File: src/design/dtc_params.svh
`ifndef DTC_PARAMS_SVH
`define DTC_PARAMS_SVH

// ============================================================
// register word offsets (byte address divided by four)
`define DTC_OFS_CTRL      6'h00
`define DTC_OFS_MODE      6'h01
`define DTC_OFS_T0LO      6'h02
`define DTC_OFS_T0HI      6'h03
`define DTC_OFS_T1LO      6'h04
`define DTC_OFS_T1HI      6'h05
`define DTC_OFS_IEN       6'h06
`define DTC_OFS_DIV       6'h07
`define DTC_OFS_IRQ       6'h08

// ============================================================
// control register fields
`define DTC_TF1           7
`define DTC_TR1           6
`define DTC_TF0           5
`define DTC_TR0           4
`define DTC_CTRL_WMASK    8'hF0

// ============================================================
// mode register fields
`define DTC_CT1           6
`define DTC_M1_HI         5
`define DTC_M1_LO         4
`define DTC_T0_GATE_ENABLE         3
`define DTC_CT0           2
`define DTC_M0_HI         1
`define DTC_M0_LO         0
`define DTC_MODE_WMASK    8'h7F

// ============================================================
// interrupt enable fields
`define DTC_EA            7
`define DTC_T1_OVERFLOW_IRQ_ENABLE          3
`define DTC_T0IE          1
`define DTC_IEN_WMASK     8'h8A

// ============================================================
// vectors, prescaler, reset values
`define DTC_VEC_T0        8'h0B
`define DTC_VEC_T1        8'h1B
`define DTC_PRE_LAST      4'hB
`define DTC_RST_BYTE      8'h00
`define DTC_BYTE_ONES     8'hFF
`define DTC_M0_ONES       13'h1FFF
`define DTC_M1_ONES       16'hFFFF
`define DTC_LOW5_ZERO     3'h0

`endif

File: src/design/dtc_pkg.sv
package dtc_pkg;

    typedef enum logic [1:0] {
        DTC_MODE_13BIT,
        DTC_MODE_16BIT,
        DTC_MODE_RELOAD,
        DTC_MODE_SPLIT
    } dtc_mode_t;

    typedef struct packed {
        logic        hsel;
        logic [31:0] haddr;
        logic [1:0]  htrans;
        logic        hwrite;
        logic [2:0]  hsize;
        logic [31:0] hwdata;
        logic        hready;
    } dtc_ahb_in_t;

    typedef struct packed {
        logic [31:0] hrdata;
        logic        hreadyout;
        logic        hresp;
    } dtc_ahb_out_t;

    typedef struct packed {
        logic ext_irq_zero_pin;
        logic t1_count_pin;
        logic t0_count_pin;
    } dtc_pins_t;

    typedef struct packed {
        logic       irq_req;
        logic [7:0] irq_vector;
    } dtc_irq_t;

    typedef struct packed {
        logic [7:0] lo;
        logic [7:0] hi;
        logic       ovf;
    } dtc_step_t;

    typedef struct packed {
        logic [7:0]  ctrl;
        logic [7:0]  mode;
        logic [7:0]  ien;
        logic [7:0]  div;
        logic [7:0]  t0lo;
        logic [7:0]  t0hi;
        logic [7:0]  t1lo;
        logic [7:0]  t1hi;
        logic [7:0]  divcnt;
        logic [3:0]  pre;
        logic [2:0]  s1;
        logic [2:0]  s2;
        logic [2:0]  s3;
        logic        wr_pend;
        logic [5:0]  waddr;
        logic [31:0] rdata;
        logic        irq;
        logic [7:0]  vec;
    } dtc_state_t;

endpackage : dtc_pkg

File: src/design/dtc_top.sv
// Chosen here: the AHB-Lite register port and the register addresses.
`include "dtc_params.svh"

module dtc_top (
    input  wire logic           clk,     // system clock
    input  wire logic           nrst,    // async reset, active low
    input  dtc_pkg::dtc_ahb_in_t  ahb_i, // ahb-lite slave inputs
    output dtc_pkg::dtc_ahb_out_t ahb_o, // ahb-lite slave outputs
    input  dtc_pkg::dtc_pins_t    pins_i,// count and gate pins
    input  wire logic           irq_ack, // service pulse from cpu
    output dtc_pkg::dtc_irq_t     irq_o  // request and vector
);
    import dtc_pkg::*;

    dtc_state_t s;
    dtc_state_t n;

    // ============================================================
    // one timer step for modes 0..2, and split low byte
    function automatic dtc_step_t tmr_step(
        input dtc_mode_t  md,
        input logic [7:0] lo,
        input logic [7:0] hi
    );
        dtc_step_t  r;
        logic [12:0] c13;
        logic [15:0] c16;
        r   = '{lo: lo, hi: hi, ovf: 1'b0};
        c13 = {hi, lo[4:0]};
        c16 = {hi, lo};
        unique case (md)
            DTC_MODE_13BIT: begin
                r.ovf = (c13 == `DTC_M0_ONES);
                c13   = c13 + 13'h0001;
                r.lo  = {`DTC_LOW5_ZERO, c13[4:0]};
                r.hi  = c13[12:5];
            end
            DTC_MODE_16BIT: begin
                r.ovf = (c16 == `DTC_M1_ONES);
                c16   = c16 + 16'h0001;
                r.lo  = c16[7:0];
                r.hi  = c16[15:8];
            end
            DTC_MODE_RELOAD: begin
                r.ovf = (lo == `DTC_BYTE_ONES);
                r.lo  = r.ovf ? hi : lo + 8'h01;
            end
            DTC_MODE_SPLIT: begin
                r.ovf = (lo == `DTC_BYTE_ONES);
                r.lo  = lo + 8'h01;
            end
        endcase
        return r;
    endfunction : tmr_step

    // ============================================================
    // rate generation
    logic      sys_en;
    logic      tick12;
    logic [2:0] fall;
    dtc_mode_t md0;
    dtc_mode_t md1;
    logic      t1_gate;
    logic      run0;
    logic      run1;
    logic      src0;
    logic      src1;
    logic      step0;
    logic      step1;
    logic      steph;
    logic      addr_ok;
    logic      wr_now;
    dtc_step_t r0;
    dtc_step_t r1;
    logic      set0;
    logic      set1;
    logic      pend0;
    logic      pend1;

    // a lowered divider must not leave the count stranded above it
    assign sys_en  = (s.divcnt >= s.div);
    assign tick12  = sys_en && (s.pre == `DTC_PRE_LAST);
    assign fall    = s.s3 & ~s.s2;
    assign md0     = dtc_mode_t'(s.mode[`DTC_M0_HI:`DTC_M0_LO]);
    assign md1     = dtc_mode_t'(s.mode[`DTC_M1_HI:`DTC_M1_LO]);
    assign t1_gate = 1'b1;

    // ============================================================
    // count enables
    assign run0  = s.ctrl[`DTC_TR0] &&
                   (!s.mode[`DTC_T0_GATE_ENABLE] || s.s2[2]);
    assign run1  = s.ctrl[`DTC_TR1] && t1_gate;
    assign src0  = s.mode[`DTC_CT0] ? fall[0] : tick12;
    assign src1  = s.mode[`DTC_CT1] ? fall[1] : tick12;
    assign step0 = run0 && src0;
    assign step1 = run1 && src1 && (md1 != DTC_MODE_SPLIT);
    assign steph = (md0 == DTC_MODE_SPLIT) &&
                   s.ctrl[`DTC_TR1] && tick12;
    assign r0    = tmr_step(md0, s.t0lo, s.t0hi);
    assign r1    = tmr_step(md1, s.t1lo, s.t1hi);
    assign set0  = step0 && r0.ovf;
    assign set1  = (steph && (s.t0hi == `DTC_BYTE_ONES)) ||
                   (step1 && r1.ovf && (md0 != DTC_MODE_SPLIT));

    // ============================================================
    // bus decode
    assign addr_ok = ahb_i.hsel && ahb_i.hready && ahb_i.htrans[1];
    assign wr_now  = s.wr_pend;

    // ============================================================
    // next state
    always_comb begin
        n = s;
        // pin synchronisers and falling edge history
        n.s1 = {pins_i.ext_irq_zero_pin, pins_i.t1_count_pin,
                pins_i.t0_count_pin};
        n.s2 = s.s1;
        n.s3 = s.s2;
        // divider then twelve-cycle prescaler
        n.divcnt = sys_en ? `DTC_RST_BYTE : s.divcnt + 8'h01;
        if (sys_en) begin
            n.pre = (s.pre == `DTC_PRE_LAST) ? 4'h0 : s.pre + 4'h1;
        end
        // timer zero
        if (step0) begin
            n.t0lo = r0.lo;
            if (md0 != DTC_MODE_SPLIT) begin
                n.t0hi = r0.hi;
            end
        end
        if (steph) begin
            n.t0hi = s.t0hi + 8'h01;
        end
        // timer one
        if (step1) begin
            n.t1lo = r1.lo;
            n.t1hi = r1.hi;
        end
        // service clears the flag whose vector is shown
        if (irq_ack && s.irq) begin
            if (s.vec == `DTC_VEC_T0) begin
                n.ctrl[`DTC_TF0] = 1'b0;
            end else begin
                n.ctrl[`DTC_TF1] = 1'b0;
            end
        end
        // address phase
        n.wr_pend = addr_ok && ahb_i.hwrite;
        if (addr_ok && ahb_i.hwrite) begin
            n.waddr = ahb_i.haddr[7:2];
        end
        if (addr_ok && !ahb_i.hwrite) begin
            unique case (ahb_i.haddr[7:2])
                `DTC_OFS_CTRL: n.rdata = {24'h0, s.ctrl};
                `DTC_OFS_MODE: n.rdata = {24'h0, s.mode};
                `DTC_OFS_T0LO: n.rdata = {24'h0, s.t0lo};
                `DTC_OFS_T0HI: n.rdata = {24'h0, s.t0hi};
                `DTC_OFS_T1LO: n.rdata = {24'h0, s.t1lo};
                `DTC_OFS_T1HI: n.rdata = {24'h0, s.t1hi};
                `DTC_OFS_IEN:  n.rdata = {24'h0, s.ien};
                `DTC_OFS_DIV:  n.rdata = {24'h0, s.div};
                `DTC_OFS_IRQ:  n.rdata = {23'h0, s.irq, s.vec};
                default:       n.rdata = 32'h0;
            endcase
        end
        // data phase write, overrides a same-cycle count step
        if (wr_now) begin
            unique case (s.waddr)
                `DTC_OFS_CTRL: n.ctrl = ahb_i.hwdata[7:0] &
                                        `DTC_CTRL_WMASK;
                `DTC_OFS_MODE: n.mode = ahb_i.hwdata[7:0] &
                                        `DTC_MODE_WMASK;
                `DTC_OFS_T0LO: n.t0lo = ahb_i.hwdata[7:0];
                `DTC_OFS_T0HI: n.t0hi = ahb_i.hwdata[7:0];
                `DTC_OFS_T1LO: n.t1lo = ahb_i.hwdata[7:0];
                `DTC_OFS_T1HI: n.t1hi = ahb_i.hwdata[7:0];
                `DTC_OFS_IEN:  n.ien  = ahb_i.hwdata[7:0] &
                                        `DTC_IEN_WMASK;
                `DTC_OFS_DIV:  n.div  = ahb_i.hwdata[7:0];
                default: ;
            endcase
        end
        // hardware set wins over any clear
        if (set0) begin
            n.ctrl[`DTC_TF0] = 1'b1;
        end
        if (set1) begin
            n.ctrl[`DTC_TF1] = 1'b1;
        end
        // request and vector follow the new flags
        pend0 = n.ien[`DTC_EA] && n.ien[`DTC_T0IE] &&
                n.ctrl[`DTC_TF0];
        pend1 = n.ien[`DTC_EA] && n.ien[`DTC_T1_OVERFLOW_IRQ_ENABLE] &&
                n.ctrl[`DTC_TF1];
        n.irq = pend0 || pend1;
        n.vec = pend0 ? `DTC_VEC_T0 : `DTC_VEC_T1;
    end

    // ============================================================
    // state register
    always_ff @(posedge clk or negedge nrst) begin
        if (!nrst) begin
            s <= '0;
        end else begin
            s <= n;
        end
    end

    // ============================================================
    // outputs
    assign ahb_o.hrdata     = s.rdata;
    assign ahb_o.hreadyout  = 1'b1;
    assign ahb_o.hresp      = 1'b0;
    assign irq_o.irq_req    = s.irq;
    assign irq_o.irq_vector = s.vec;
endmodule : dtc_top

File: config.mk
export PLATFORM = sky130hd
export DESIGN_NAME = dtc_top
export DESIGN_NICKNAME = d
export VERILOG_FILES = /design/src/design/dtc_pkg.sv /design/src/design/dtc_top.sv
export VERILOG_INCLUDE_DIRS = /design/src /design/src/design
export SDC_FILE = /design/constraint.sdc
export NUM_CORES = 1
export LEC_CHECK = 0
export BUFFER_PORTS_ARGS = -buffer_cell sky130_fd_sc_hd__buf_2
export CAP_MARGIN = 40
export CORE_ASPECT_RATIO = 1.2
export CORE_MARGIN = 2
export CORE_UTILIZATION = 30
export DETAILED_ROUTE_END_ITERATION = 7
export GPL_ROUTABILITY_DRIVEN = 1
export GPL_TIMING_DRIVEN = 0
export PLACE_DENSITY = 0.55
export SYNTH_ARGS = -nofsm -noshare
export SYNTH_HDL_FRONTEND = slang
export SYNTH_SLANG_ARGS = --single-unit
File: constraint.sdc
create_clock -name clk -period 3.3 [get_ports clk]
set_clock_uncertainty 0.1 [all_clocks]
set_input_delay 0.495 -clock clk [delete_from_list [all_inputs] [get_ports clk]]
set_output_delay 0.495 -clock clk [all_outputs]
set_load 0.005 [all_outputs]
==> results.md, run 1 <==
Clocking:
- After clock tree synthesis, the flow added hold-fix buffers numbering 0.
- The count of clock tree sinks is 93.
- The root buffer selected by CTS is clkbuf_16.
- The total CTS buffers is 9.
- The clock passes through at most 2 buffers.
- The post-CTS setup-driven buffer insertion count is 0.
- The CTS tree is yes.
- Once the clock tree was built, the resizer swapped 0 gates to a different size.
- The clock reaches the later pin of the worst-skew pair after between 0.3 and 0.4 ns.
- The number of levels the H-tree was split into is 3.
- The clock slew seen by the registers of the worst setup and hold paths is roughly 0.07 ns.

GRT:
- The global routing met2 resource utilization is 0.2795.
- The met3 usage is 0.01965.
- The largest net degree at the start of global routing is 61.
- The global routing met1 resource utilization is 0.2033.
- The number of global-route vias before repair is 4607.
- The global-route usage over all layers is 0.1613.
- The busiest metal layer after global routing is met2.
- The overflow left after global routing is 0.
- The wire length of the first global-routing pass is 26000 um.
- The initial antenna violation count came to 0.

Final layout:
- Fill cells in the final layout number 2033.
- The sequential cell area is 0.002327 sq mm.
- At the end of the flow the core is filled with cells to 0.3502.
- The fraction of final layout cells with drive strength greater than 1 is 0.2132.
- The final net count is 799.
- The number of diodes added for antenna fixing is 0.
- The area growth from synthesis to layout is 15.54%.
- The combined area of the multi-input logic cells is 0.003149 sq mm.

Route:
- In the routed layout, each cell is associated on average with a via count of 5.005.
- The post-detailed-routing wire length is 16140 um.
- The routed length per placed instance is 16.57 um.
- The detail route stage leaves a number of antenna-violating nets equal to 0.
- The total number of vias is 4875.
- The number of detailed-route iterations in the first pass is 5.
- The number of DRC violations after detailed-routing iteration 0 is 281.
- In the routed design, unresolved DRC markers number 0.

STA:
- In the final timing run, aggregate negative setup slack is 0 ns.
- Setup repair after global routing left no endpoint under its margin.
- Measured against its own limit, the worst slew margin works out to 0.4542.
- The number of endpoints failing setup at the final stage is 0.
- The time the final worst path needs with I/O delays and setup is 2.698 ns.
- The final count of hold timing violations was 10.
- The maximum clock frequency is between 300 and 400 MHz.
- The final-report max-slew violation count is 0.
- On the final layout, the worst hold slack is -0.01417 ns.
- The slew at the pin closest to its max-slew limit is slightly above 0.8 ns.
- The final period utilization is 0.8176.

Yosys:
- Synthesis produced between 600 and 700 cells.
- The per-instance average area after synthesis is 9.229 sq um.
- The synthesized netlist occupies a cell area of between 0.005 and 0.006 sq mm.
- After synthesis the netlist holds a flip-flop and latch count of 93.
- The most common cell in the synthesized netlist is nand2_1.
- The sequential area share after synthesis is 0.3971.
- By area the synthesized netlist is led by dfrtp_1 (40%), nand2_1 (6.1%), buf_4 (5.5%).
- The largest total area in the synthesized netlist belongs to dfrtp_1.
- The leading register cell type out of synthesis is dfrtp_1.
- The number of synthesized flops with an enable pin is 0.
- The share of flip-flops with an asynchronous set or reset after synthesis is 1.000.
- The share of synthesized area in the top cell type comes to 0.3971.
- Ranked by instance count, the synthesized netlist is headed by nand2_1 (95), dfrtp_1 (93), buf_4 (43).
- The number of distinct library cells after synthesis is 68.
- The yosys synthesis warning count is 0.

Setup path:
- For the worst setup path, the data required time is 3.44 ns.
- The beginning of the critical path is s[108]$_DFFE_PN0P_.
- The end of the worst register-to-register path is irq_o[8]$_DFF_PN0_.
- The critical path is of the reg -> reg type.
- The startpoint class of the critical path is a register.
- The register-to-register path setup slack is 0.60 ns.
- In this run the critical register-to-register path is launched from s[108]$_DFFE_PN0P_.
- At the worst endpoint, the arrival time is 2.84 ns.
- The length in cells of the worst reg-to-reg path is 8.
- The kind of end point of the critical path is a register.
- In this run the worst path has a maximum fanout of 9.
- The end point of the critical path is irq_o[8]$_DFF_PN0_.

Pwr:
- The share of total power dissipated in sequential elements is 0.451.
- The analysis attributes to cell leakage a power of approximately 2.9 nW.
- In this run the power spent charging and discharging nets is 1.361 mW.
- The combinational share of power is 0.282.
- Dividing total power by cell area gives a power density of ~550 mW/mm^2.
- IR analysis of the VDD net gives a maximum drop of around 260 uV.
- Cell internal power was estimated by the tool at 2.385 mW.
- The share of total power dissipated in the clock network is 0.267.
- The switching share of power is 0.3634.

Die:
- The full die area is between 0.02 and 0.025 sq mm.
- The number of primary I/O pins is 121.
- The area of the core is 0.01934 sq mm.
- Row generation in the floorplan step produced 56 rows.
- The vertical die dimension is ~160 um.
- Measured along the x axis, the die boundary spans 131.6 um.
- The starting utilization of the core area is 0.3031.

Worst hold path:
- The kind of path behind the tightest hold check is in -> async.

Run:
- The count of max-cap constraint violations is 0.

Status:
- The run finished, with violations left.
- The final reports fail on negative hold slack.

Place:
- Buffers placed on the I/O ports in this run total 32.
- The global placement routability congestion is between 0.9 and 1.
- Detailed placement finished with a half-perimeter wire length of 12050 um.
## routing by layer
layer  vias up  routed length (um)
met5         -                   0
met4         0                 449
met3        31                 715
met2       148                7967
met1      2337                7011
li1       2359                   -
## power groups by stage
stage / clock network [mW] / logic, mW / registers, mW
after detailed placement: 0 / 1.05 / 1.70
after global routing: 1.06 / 1.18 / 1.72
final: 1.00 / 1.06 / 1.69
after CTS: 1.02 / 1.06 / 1.68
after floorplan: 0 / 0.811 / 1.56
after global placement: 0 / 1.04 / 1.70
## flip-flops by register name, summed over array words and instances (netlist names)
name    count
ahb_o       9
run1        1
s          69
irq_o       3
md0         2
n           6
wr_now      1
md1         2
## worst max-delay path, cell delays in order (launching register included)
cell and delay (ns):
dfrtp_1 0.38, inv_1 0.08, ha_1 0.32, and2_4 0.17, a221oi_2 0.48, a21oi_2 0.27
a221oi_2 0.37, o31ai_1 0.18, a22o_1 0.23
## layout by cell type (no fill, tap or decap), drive strengths merged, types with 3 or more instances in the layout
master / count
nor3: 7
nor2b: 7
conb: 30
mux4: 6
nand4: 10
a31oi: 13
nor3b: 7
xor2: 20
inv: 13
nand2: 96
o211ai: 3
dfrtp: 93
o21ai: 49
nand3b: 3
nor4: 3
a211oi: 3
nand3: 35
o2111ai: 5
and2: 3
a21o: 5
a22o: 10
clkbuf: 28
nand2b: 6
xnor2: 5
o31ai: 6
mux2: 21
buf: 86
ha: 13
a21oi: 32
and3: 15
a22oi: 10
nor2: 34
clkinv: 3
mux2i: 11
## through the flow
stage | setup WS, ns | instance area, sq um | std cells | power, mW
finish | 0.6018 | 6771 | 974 | 3.746
floorplan | 0.9970 | 5966 | 663 | 2.373
global route | 0.4793 | 6771 | 974 | 3.967
CTS | 0.6083 | 6771 | 974 | 3.761
detailed placement | 0.6312 | 6492 | 958 | 2.750
global placement | 0.6138 | 6452 | 956 | 2.737
## logic make-up (layout without fill, tap and decap cells)
group	after synthesis	after routing	share of synthesized area
xor+xnor	25	25	0.03736
mux	38	38	0.08220
buf+inv	82	132	0.08348
flops	93	93	0.3971
simple gates	237	237	0.2058
compound gates	145	145	0.1650
fa+ha+maj	13	13	0.02775
other cells	2	30	0.001281
## how the worst min path moves through the flow
stage | from | endpoint | slack (ns) | cells past startpoint
global route | nrst | s[78]$_DFF_PN0_ | 0.03 | 1
CTS | nrst | s[78]$_DFF_PN0_ | 0.004 | 1
global placement | n[51]$_DFF_PN0_ | n[48]$_DFF_PN0_ | 0.23 | 0
detailed placement | n[52]$_DFF_PN0_ | n[49]$_DFF_PN0_ | 0.24 | 0
floorplan | nrst | ahb_o[10]$_DFFE_PN0P_ | 0.1 | 0
finish | nrst | s[78]$_DFF_PN0_ | -0.01 | 1
## layout make-up
class	instances	area share
Inverter	13	0.007206
Buffer	69	0.06504
Clock buffer	12	0.03788
Tap cell	261	0.04823
Timing Repair Buffer	34	0.02956
Sequential cell	93	0.3437
Multi-Input combinational cell	488	0.4651
Clock inverter	4	0.003326
No activity file was read; power rests on OpenSTA's default activity.
==> run 2: changes to the inputs <==
clock period = 2.7 ns   (was 3.3 ns; I/O delays follow)
==> run 2 against run 1 <==
Against the previous run:
- clock-buffer cell count unchanged
- first-iteration DRC count rose by 12%
- non-clock buffer count increased by 1
- sequential share of layout area shrank 0.20 points
- critical endpoint is now s[98]$_DFF_PN0_
- the run now ends clean
==> results.md, run 2 (same netlist as run 1, synthesis figures left out) <==
Status:
- The run finished with clean final reports.

Run:
- Across the run, the number of max-cap violations was 0.

Final layout:
- The final core utilization is 0.3522.
- More flip-flops sit in one register than any other, and that register is s.
- The number of flip-flops under the largest register name is 69.
- The count of fill cells added during filler insertion is 2031.
- The fraction of final layout cells with drive strength greater than 1 is 0.2143.
- Excluding fillers, the count of instances in the completed layout stands at 975.
- The post-route standard cell area excluding fillers is 0.006812 sq mm.
- The most frequent standard cell in the layout excluding fill and tap cells is nand2_1.
- The number of diodes added for antenna fixing is 0.
- In the layout the commonest cells are nand2_1 (95), dfrtp_1 (93), buf_4 (44), buf_2 (39), o21ai_0 (36).
- The area growth from synthesis to layout is 16.23%.
- The final net count is 800.

GRT:
- The global routing met1 resource utilization is 0.2033.
- In the global route stage, overall resource usage came out at 0.1614.
- The overflow left after global routing is 0.
- The number of global-route vias before repair is approximately 4600.
- In the global route stage, met3 resource usage came out at 0.01965.
- The initial antenna violation count was 0.
- The first global-routing pass estimated 26010 um of wire.
- The global routing stage identified its most utilized layer as met2.
- In the global route stage, met2 resource usage came out at 0.2797.
- Entering global routing, the biggest net connects 61 pins.

Die:
- Row generation in the floorplan step produced 56 rows.
- The area of the core is 0.01934 sq mm.
- Measured along the x axis, the die boundary spans roughly 130 um.
- The starting utilization of the core area is 0.3031.
- For this design the top-level I/O count stands at 121.
- In this run the vertical extent of the chip is between 150 and 200 um.
- The full die area is 0.02067 sq mm.

STA:
- The number of endpoints failing setup at the final stage is 0.
- Setup repair after global routing left no endpoint under its margin.
- For the final routed database, the setup TNS stands at 0 ns.
- The final count of hold timing violations is 0.
- The final worst setup slack is 0.1069 ns.
- In this run the tightest slew margin relative to its limit is 0.4549.
- The final-report max-slew violation count is 0.
- The time the final worst path needs with I/O delays and setup is 2.593 ns.
- At the pin with the least slew margin, the transition time is between 0.8 and 0.9 ns.
- The worst hold slack across all endpoints is 0.05850 ns.
- Derived from the worst setup path, the maximum achievable clock frequency is between 300 and 400 MHz.
- The final period utilization is 0.9604.

Clocking:
- TritonCTS built the clock tree.
- The insertion delay of the later-clocked pin in the worst-skew pair is 0.36 ns.
- Clock-pin slew was measured on the worst setup and hold paths at around 0.070 ns.
- The root buffer selected by CTS is clkbuf_16.
- The number of levels the H-tree was split into is 3.
- The clock passes through at most 2 buffers.
- The total CTS buffers is 9.
- Clock tree synthesis found a total of a little over 90 sinks.

Pwr:
- The total power density per cell area is 673.5 mW/mm^2.
- The worst-case vdd ir drop is ~320 uV.
- Summed over all cells, the static leakage comes to 2.947 nW.
- Total power for the finished layout comes to roughly 4.6 mW.

Setup path:
- The critical path's slowest cell is dfrtp_1.
- The signal on the critical path passes through ha_1, a21o_1, a221o_1, a21oi_1, a21oi_2, buf_6, a21oi_2, a21oi_1, mux2_2.
- The largest stage delay on the critical path is 0.43 ns.
- In this run the critical register-to-register path is launched from s[66]$_DFF_PN0_.
- Tracing the worst setup path back leads to its startpoint at s[66]$_DFF_PN0_.
- In this run the worst path has a maximum fanout of 10.
- STA classifies the critical path endpoint as a register.
- At the worst endpoint, the required time is 2.84 ns.
- The worst setup path is of the reg -> reg kind.
- For the worst setup path, the data arrival time is 2.74 ns.
- STA classifies the critical path startpoint as a register.

Route:
- The post-detailed-routing wire length is 16200 um.
- After the first detailed-routing iteration, the DRC count stood at 316.
- The average vias per placed instance is 5.014.
- After detailed routing, the average wire length per cell comes to 16.62 um.
- The number of DRC violations after detailed routing is 0.
- The detail route stage leaves a number of antenna-violating nets equal to 0.
- The total number of vias is 4889.
- The number of detailed-route iterations in the first pass is 5.

Worst hold path:
- The origin of the worst min-delay path is pins_i[0].
- In this run the worst hold path is classified as in -> reg.

Place:
- Including well taps, the total number of placed cells is 958.
- Detailed placement ended at an HPWL of ~12000 um.
- The placed instance area is 0.006492 sq mm.
- The number of I/O port buffers is 32.
- Timing analysis after detailed placement gives a worst setup slack of 0.03116 ns.
- At the end of routability-driven placement, the weighted congestion stood at 0.9087.
run 2: worst max-delay path: cells and delay by family, from the launching register on:
family                   cells  cell delay (ns)
multiplexers                 1             0.26
flip-flops                   1             0.43
buffers and inverters        1             0.18
AO/OA/AOI/OAI                6             1.18
adder cells (fa/ha/maj)      1             0.33
run 2: path summary, 6_finish.rpt:
path | endpoint | cells past startpoint | slack [ns]
max in group asynchronous | s[60]$_DFFE_PN0N_ | 3 | 1.38
max | s[98]$_DFF_PN0_ | 9 | 0.11
min reg2reg | n[49]$_DFF_PN0_ | 0 | 0.25
min in group asynchronous | s[78]$_DFF_PN0_ | 2 | 0.44
min | n[51]$_DFF_PN0_ | 1 | 0.06
max reg2reg | s[98]$_DFF_PN0_ | 9 | 0.11
run 2: final cells by class:
class	instances	area, sq um	area share
Buffer	69	440.4	0.06466
Clock buffer	12	256.5	0.03766
Clock inverter	4	22.52	0.003306
Inverter	13	48.80	0.007164
Multi-Input combinational cell	488	3179	0.4668
Sequential cell	93	2327	0.3417
Tap cell	261	326.6	0.04794
Timing Repair Buffer	35	210.2	0.03086
run 2: layer usage:
metal	up-vias	wire length (um)
met5	-	0
met1	2345	7011
met2	149	7942
li1	2361	-
met3	34	776
met4	0	469
run 2: power by group:
part	leakage, nW	total, mW	switching, mW	internal (mW)
clock network	0.138	1.23	0.558	0.671
registers	1.09	2.06	0.407	1.66
logic	1.71	1.30	0.706	0.589
run 2: timing repair:
action | CTS | global route
buffers inserted | 0 | 0
endpoints found under the setup margin | 0 | 12
hold endpoints to repair | 33 | 0
hold buffers | 1 | 0
gates resized for setup | 0 | 4
==> run 3: changes to the inputs <==
PLACE_DENSITY = 0.54   (was 0.55)
==> run 3 against run 2 <==
Against the previous run:
- setup slack better by 0.017 ns
- global-route usage is 0.51 points higher
- highest routed layer unchanged
- final cell count stayed put
- sequential share of layout area is 0.29 points lower
- maximum frequency is 0.66% higher
==> results.md, run 3 (same netlist as run 1, synthesis figures left out) <==
Final layout:
- The number of diodes added for antenna fixing is 0.
- The net count of the finished layout is 800.
- The post-route standard cell area excluding fillers is 0.006869 sq mm.
- The register with the most flip-flops in the final layout is s.
- The library cells used most frequently in the layout, excluding fill and tap cells, are nand2_1 (94), dfrtp_1 (93), buf_4 (44), buf_2 (39), o21ai_0 (36).
- The final core utilization is 0.3552.
- The library cell used most frequently in the layout, excluding fill and tap cells, is nand2_1.
- The number of flip-flops under the largest register name is 69.
- Of the cells placed in the final design, the portion with a size suffix greater than 1 is 0.2157.
- From synthesis to final layout, the design area changed by 17.21%.

Route:
- For this run, design rule violations remaining after detail routing come to 0.
- After detailed routing, the number of vias per cell comes to around 5.
- Detailed routing inserted a total of between 4000 and 5000 vias.
- The routed length per placed instance is 17.27 um.
- The number of detailed-route iterations in the first pass is 5.
- After the first detailed-routing iteration, the DRC count stood at 384.
- The number of routed nets with antenna violations is 0.
- The post-detailed-routing wire length is 16840 um.

Place:
- Routability-driven placement finished with a final weighted congestion of between 0.8 and 0.9.
- The wire-length estimate of the detail-placed layout is between 10000 and 15000 um.
- The number of I/O port buffers is 32.
- Summing all placed instances gives a cell area of between 0.006 and 0.007 sq mm.

GRT:
- After global routing the overflow that remains totals 0.
- The largest net degree at the start of global routing is 57.
- Across every metal layer, demand over resource in global routing totals 0.1666.
- The wire length of the first global-routing pass is 26690 um.
- The initial antenna violation count is 0.
- The number of global-route vias before repair is 4658.

Setup path:
- Walking the worst path, the cells encountered are inv_1, ha_1, and2_4, and3_4, o211ai_1, a21oi_4, buf_6, a31oi_1, mux2_2.
- STA classifies the critical path startpoint as a register.
- The maximum fanout count along the critical path is 10.
- The end of the worst register-to-register path is s[93]$_DFF_PN0_.
- The end point of the critical path is s[93]$_DFF_PN0_.
- The worst register-to-register path begins at s[108]$_DFFE_PN0P_.
- The logic depth of the worst setup path including buffers is 9.
- The worst setup path is captured at a register.
- The largest stage delay on the critical path is around 0.40 ns.
- The critical path is of the reg -> reg type.
- The data arrival at the endpoint of the critical path is 2.71 ns.
- The register-to-register path setup slack is 0.12 ns.
- The data required time of the worst path is ~2.8 ns.
- The combined buffer and inverter count along the critical path is 2.
- Counting cells, the worst reg-to-reg path comes to 9.
- The beginning of the critical path is s[108]$_DFFE_PN0P_.
- Among all stages on the critical path, the largest delay is contributed by dfrtp_1.
- The family with the most delay on the worst path is compound AO/OA/AOI/OAI gates.

Die:
- The vertical die dimension is 157.1 um.
- The standard-cell row count is 56.
- The number of primary I/O pins is 121.
- The starting utilization of the core area is 0.3031.
- The width of the die is between 100 and 150 um.
- The area of the core is between 0.015 and 0.02 sq mm.
- The full die area is 0.02067 sq mm.

STA:
- The time the final worst path needs with I/O delays and setup is between 2 and 3 ns.
- The number of endpoints failing setup at the final stage is 0.
- Of the available clock period, the critical path in the final layout requires 0.9541.
- The final count of hold timing violations came to 0.
- The final-report max-slew violation count is 0.
- Setup repair after global routing left no endpoint under its margin.
- The worst pin sits at a relative slew slack of 0.4596.
- Based on the critical path, the design can be clocked at up to 388.2 MHz.
- The slew at the pin closest to its max-slew limit is 0.8039 ns.

Run:
- Max-cap violations in this run came to 0.

Clocking:
- The total CTS buffers is 9.
- The root buffer selected by CTS is clkbuf_16.
- The post-CTS setup-driven buffer insertion count is 0.
- The count of clock tree sinks is 93.
- The number of levels the H-tree was split into is 3.
- The insertion delay of the later-clocked pin in the worst-skew pair is 0.35 ns.
- The CTS tree is yes.
- The maximum clock insertion buffer count is 2.
- The clock slew seen by the registers of the worst setup and hold paths is 0.07 ns.

Status:
- The run finished with clean final reports.

Pwr:
- The switching share of power is 0.3610.
- The analysis attributes to net switching a power of 1.708 mW.
- The combinational share of power is 0.282.
- Power spread over the standard cell area amounts to 688.9 mW/mm^2.
- The share of total power dissipated in the clock network is 0.284.
- Internal power comes to 3.024 mW.
- Of the total power, registers draw 0.434.
- The worst-case vdd ir drop is about 360 uV.
- The leakage power summed over all cells is 2.961 nW.

Worst hold path:
- The kind of path behind the tightest hold check is in -> reg.
## run 3: cell types whose count changed in the layout (fill, tap and decap cells not counted)
cell | previous run | this run
nand2_1 | 95 | 94
a221oi_2 | 1 | 0
nand2_2 | 0 | 1
clkinv_4 | 0 | 1
clkinv_2 | 3 | 1
clkbuf_1 | 15 | 16
bufinv_16 | 0 | 1
clkinvlp_4 | 1 | 0
o21ai_4 | 0 | 1
a21oi_1 | 28 | 27
a21oi_4 | 1 | 2
a221oi_4 | 1 | 2
o21ai_2 | 1 | 0
## run 3: worst min-delay path by stage
| stage | to | cells past startpoint | slack [ns] | start |
|---|---|---|---|---|
| floorplan | ahb_o[10]$_DFFE_PN0P_ | 0 | 0.009 | nrst |
| global placement | n[49]$_DFF_PN0_ | 0 | 0.23 | n[52]$_DFF_PN0_ |
| detailed placement | n[48]$_DFF_PN0_ | 0 | 0.23 | n[51]$_DFF_PN0_ |
| CTS | n[52]$_DFF_PN0_ | 1 | 0.05 | pins_i[1] |
| global route | n[52]$_DFF_PN0_ | 1 | 0.06 | pins_i[1] |
| finish | n[52]$_DFF_PN0_ | 1 | 0.06 | pins_i[1] |
## run 3: power by group through the flow
stage                     sequential [mW]  combinational, mW  clock [mW]
after floorplan                      1.91              0.991           0
after global placement               2.06               1.27           0
after detailed placement             2.06               1.30           0
after CTS                            2.04               1.31        1.37
after global routing                 2.09               1.49        1.42
final                                2.05               1.33        1.35
## run 3: timing repair
action | CTS | global route
setup endpoints to repair | 2 | 8
endpoints found under the hold margin | 37 | 0
hold buffers | 1 | 0
resized for setup | 2 | 7
## run 3: worst reg2reg max path, delay by kind of cell (launching register included)
family                   cells  cell delay (ns)
adder cells (fa/ha/maj)      1             0.36
AND/OR/NAND/NOR              2             0.43
buffers and inverters        2             0.28
flip-flops                   1             0.40
AO/OA/AOI/OAI                3             0.60
multiplexers                 1             0.28
## run 3: per-layer routing
metal  global-route usage  routed length, um  vias up
li1                     -                  -     2356
met4              0.08075                610        0
met2               0.2777               8174      141
met5                    0                  0        -
met1               0.2141               7399     2359
met3              0.02222                656       40
## run 3: per-stage QoR
step                      instances  setup WS [ns]  setup TNS, ns  power (mW)  hold WS (ns)
after floorplan                 663         0.3970              0       2.901      0.009409
after global placement          956       -0.01322       -0.01322       3.336        0.2339
after detailed placement        958       -0.07219       -0.07219       3.364        0.2347
after CTS                       975        0.05580              0       4.716       0.04924
after global routing            975       0.005946              0       4.997       0.05520
final                           975         0.1239              0       4.732       0.05935
## run 3: layout make-up
cell class | instances | area, sq um
Clock buffer | 13 | 260.3
Timing Repair Buffer | 35 | 210.2
Inverter | 13 | 48.80
Fill cell | 2005 | 12470
Tap cell | 261 | 326.6
Clock inverter | 3 | 43.79
Sequential cell | 93 | 2327
Buffer | 69 | 440.4
Multi-Input combinational cell | 488 | 3212
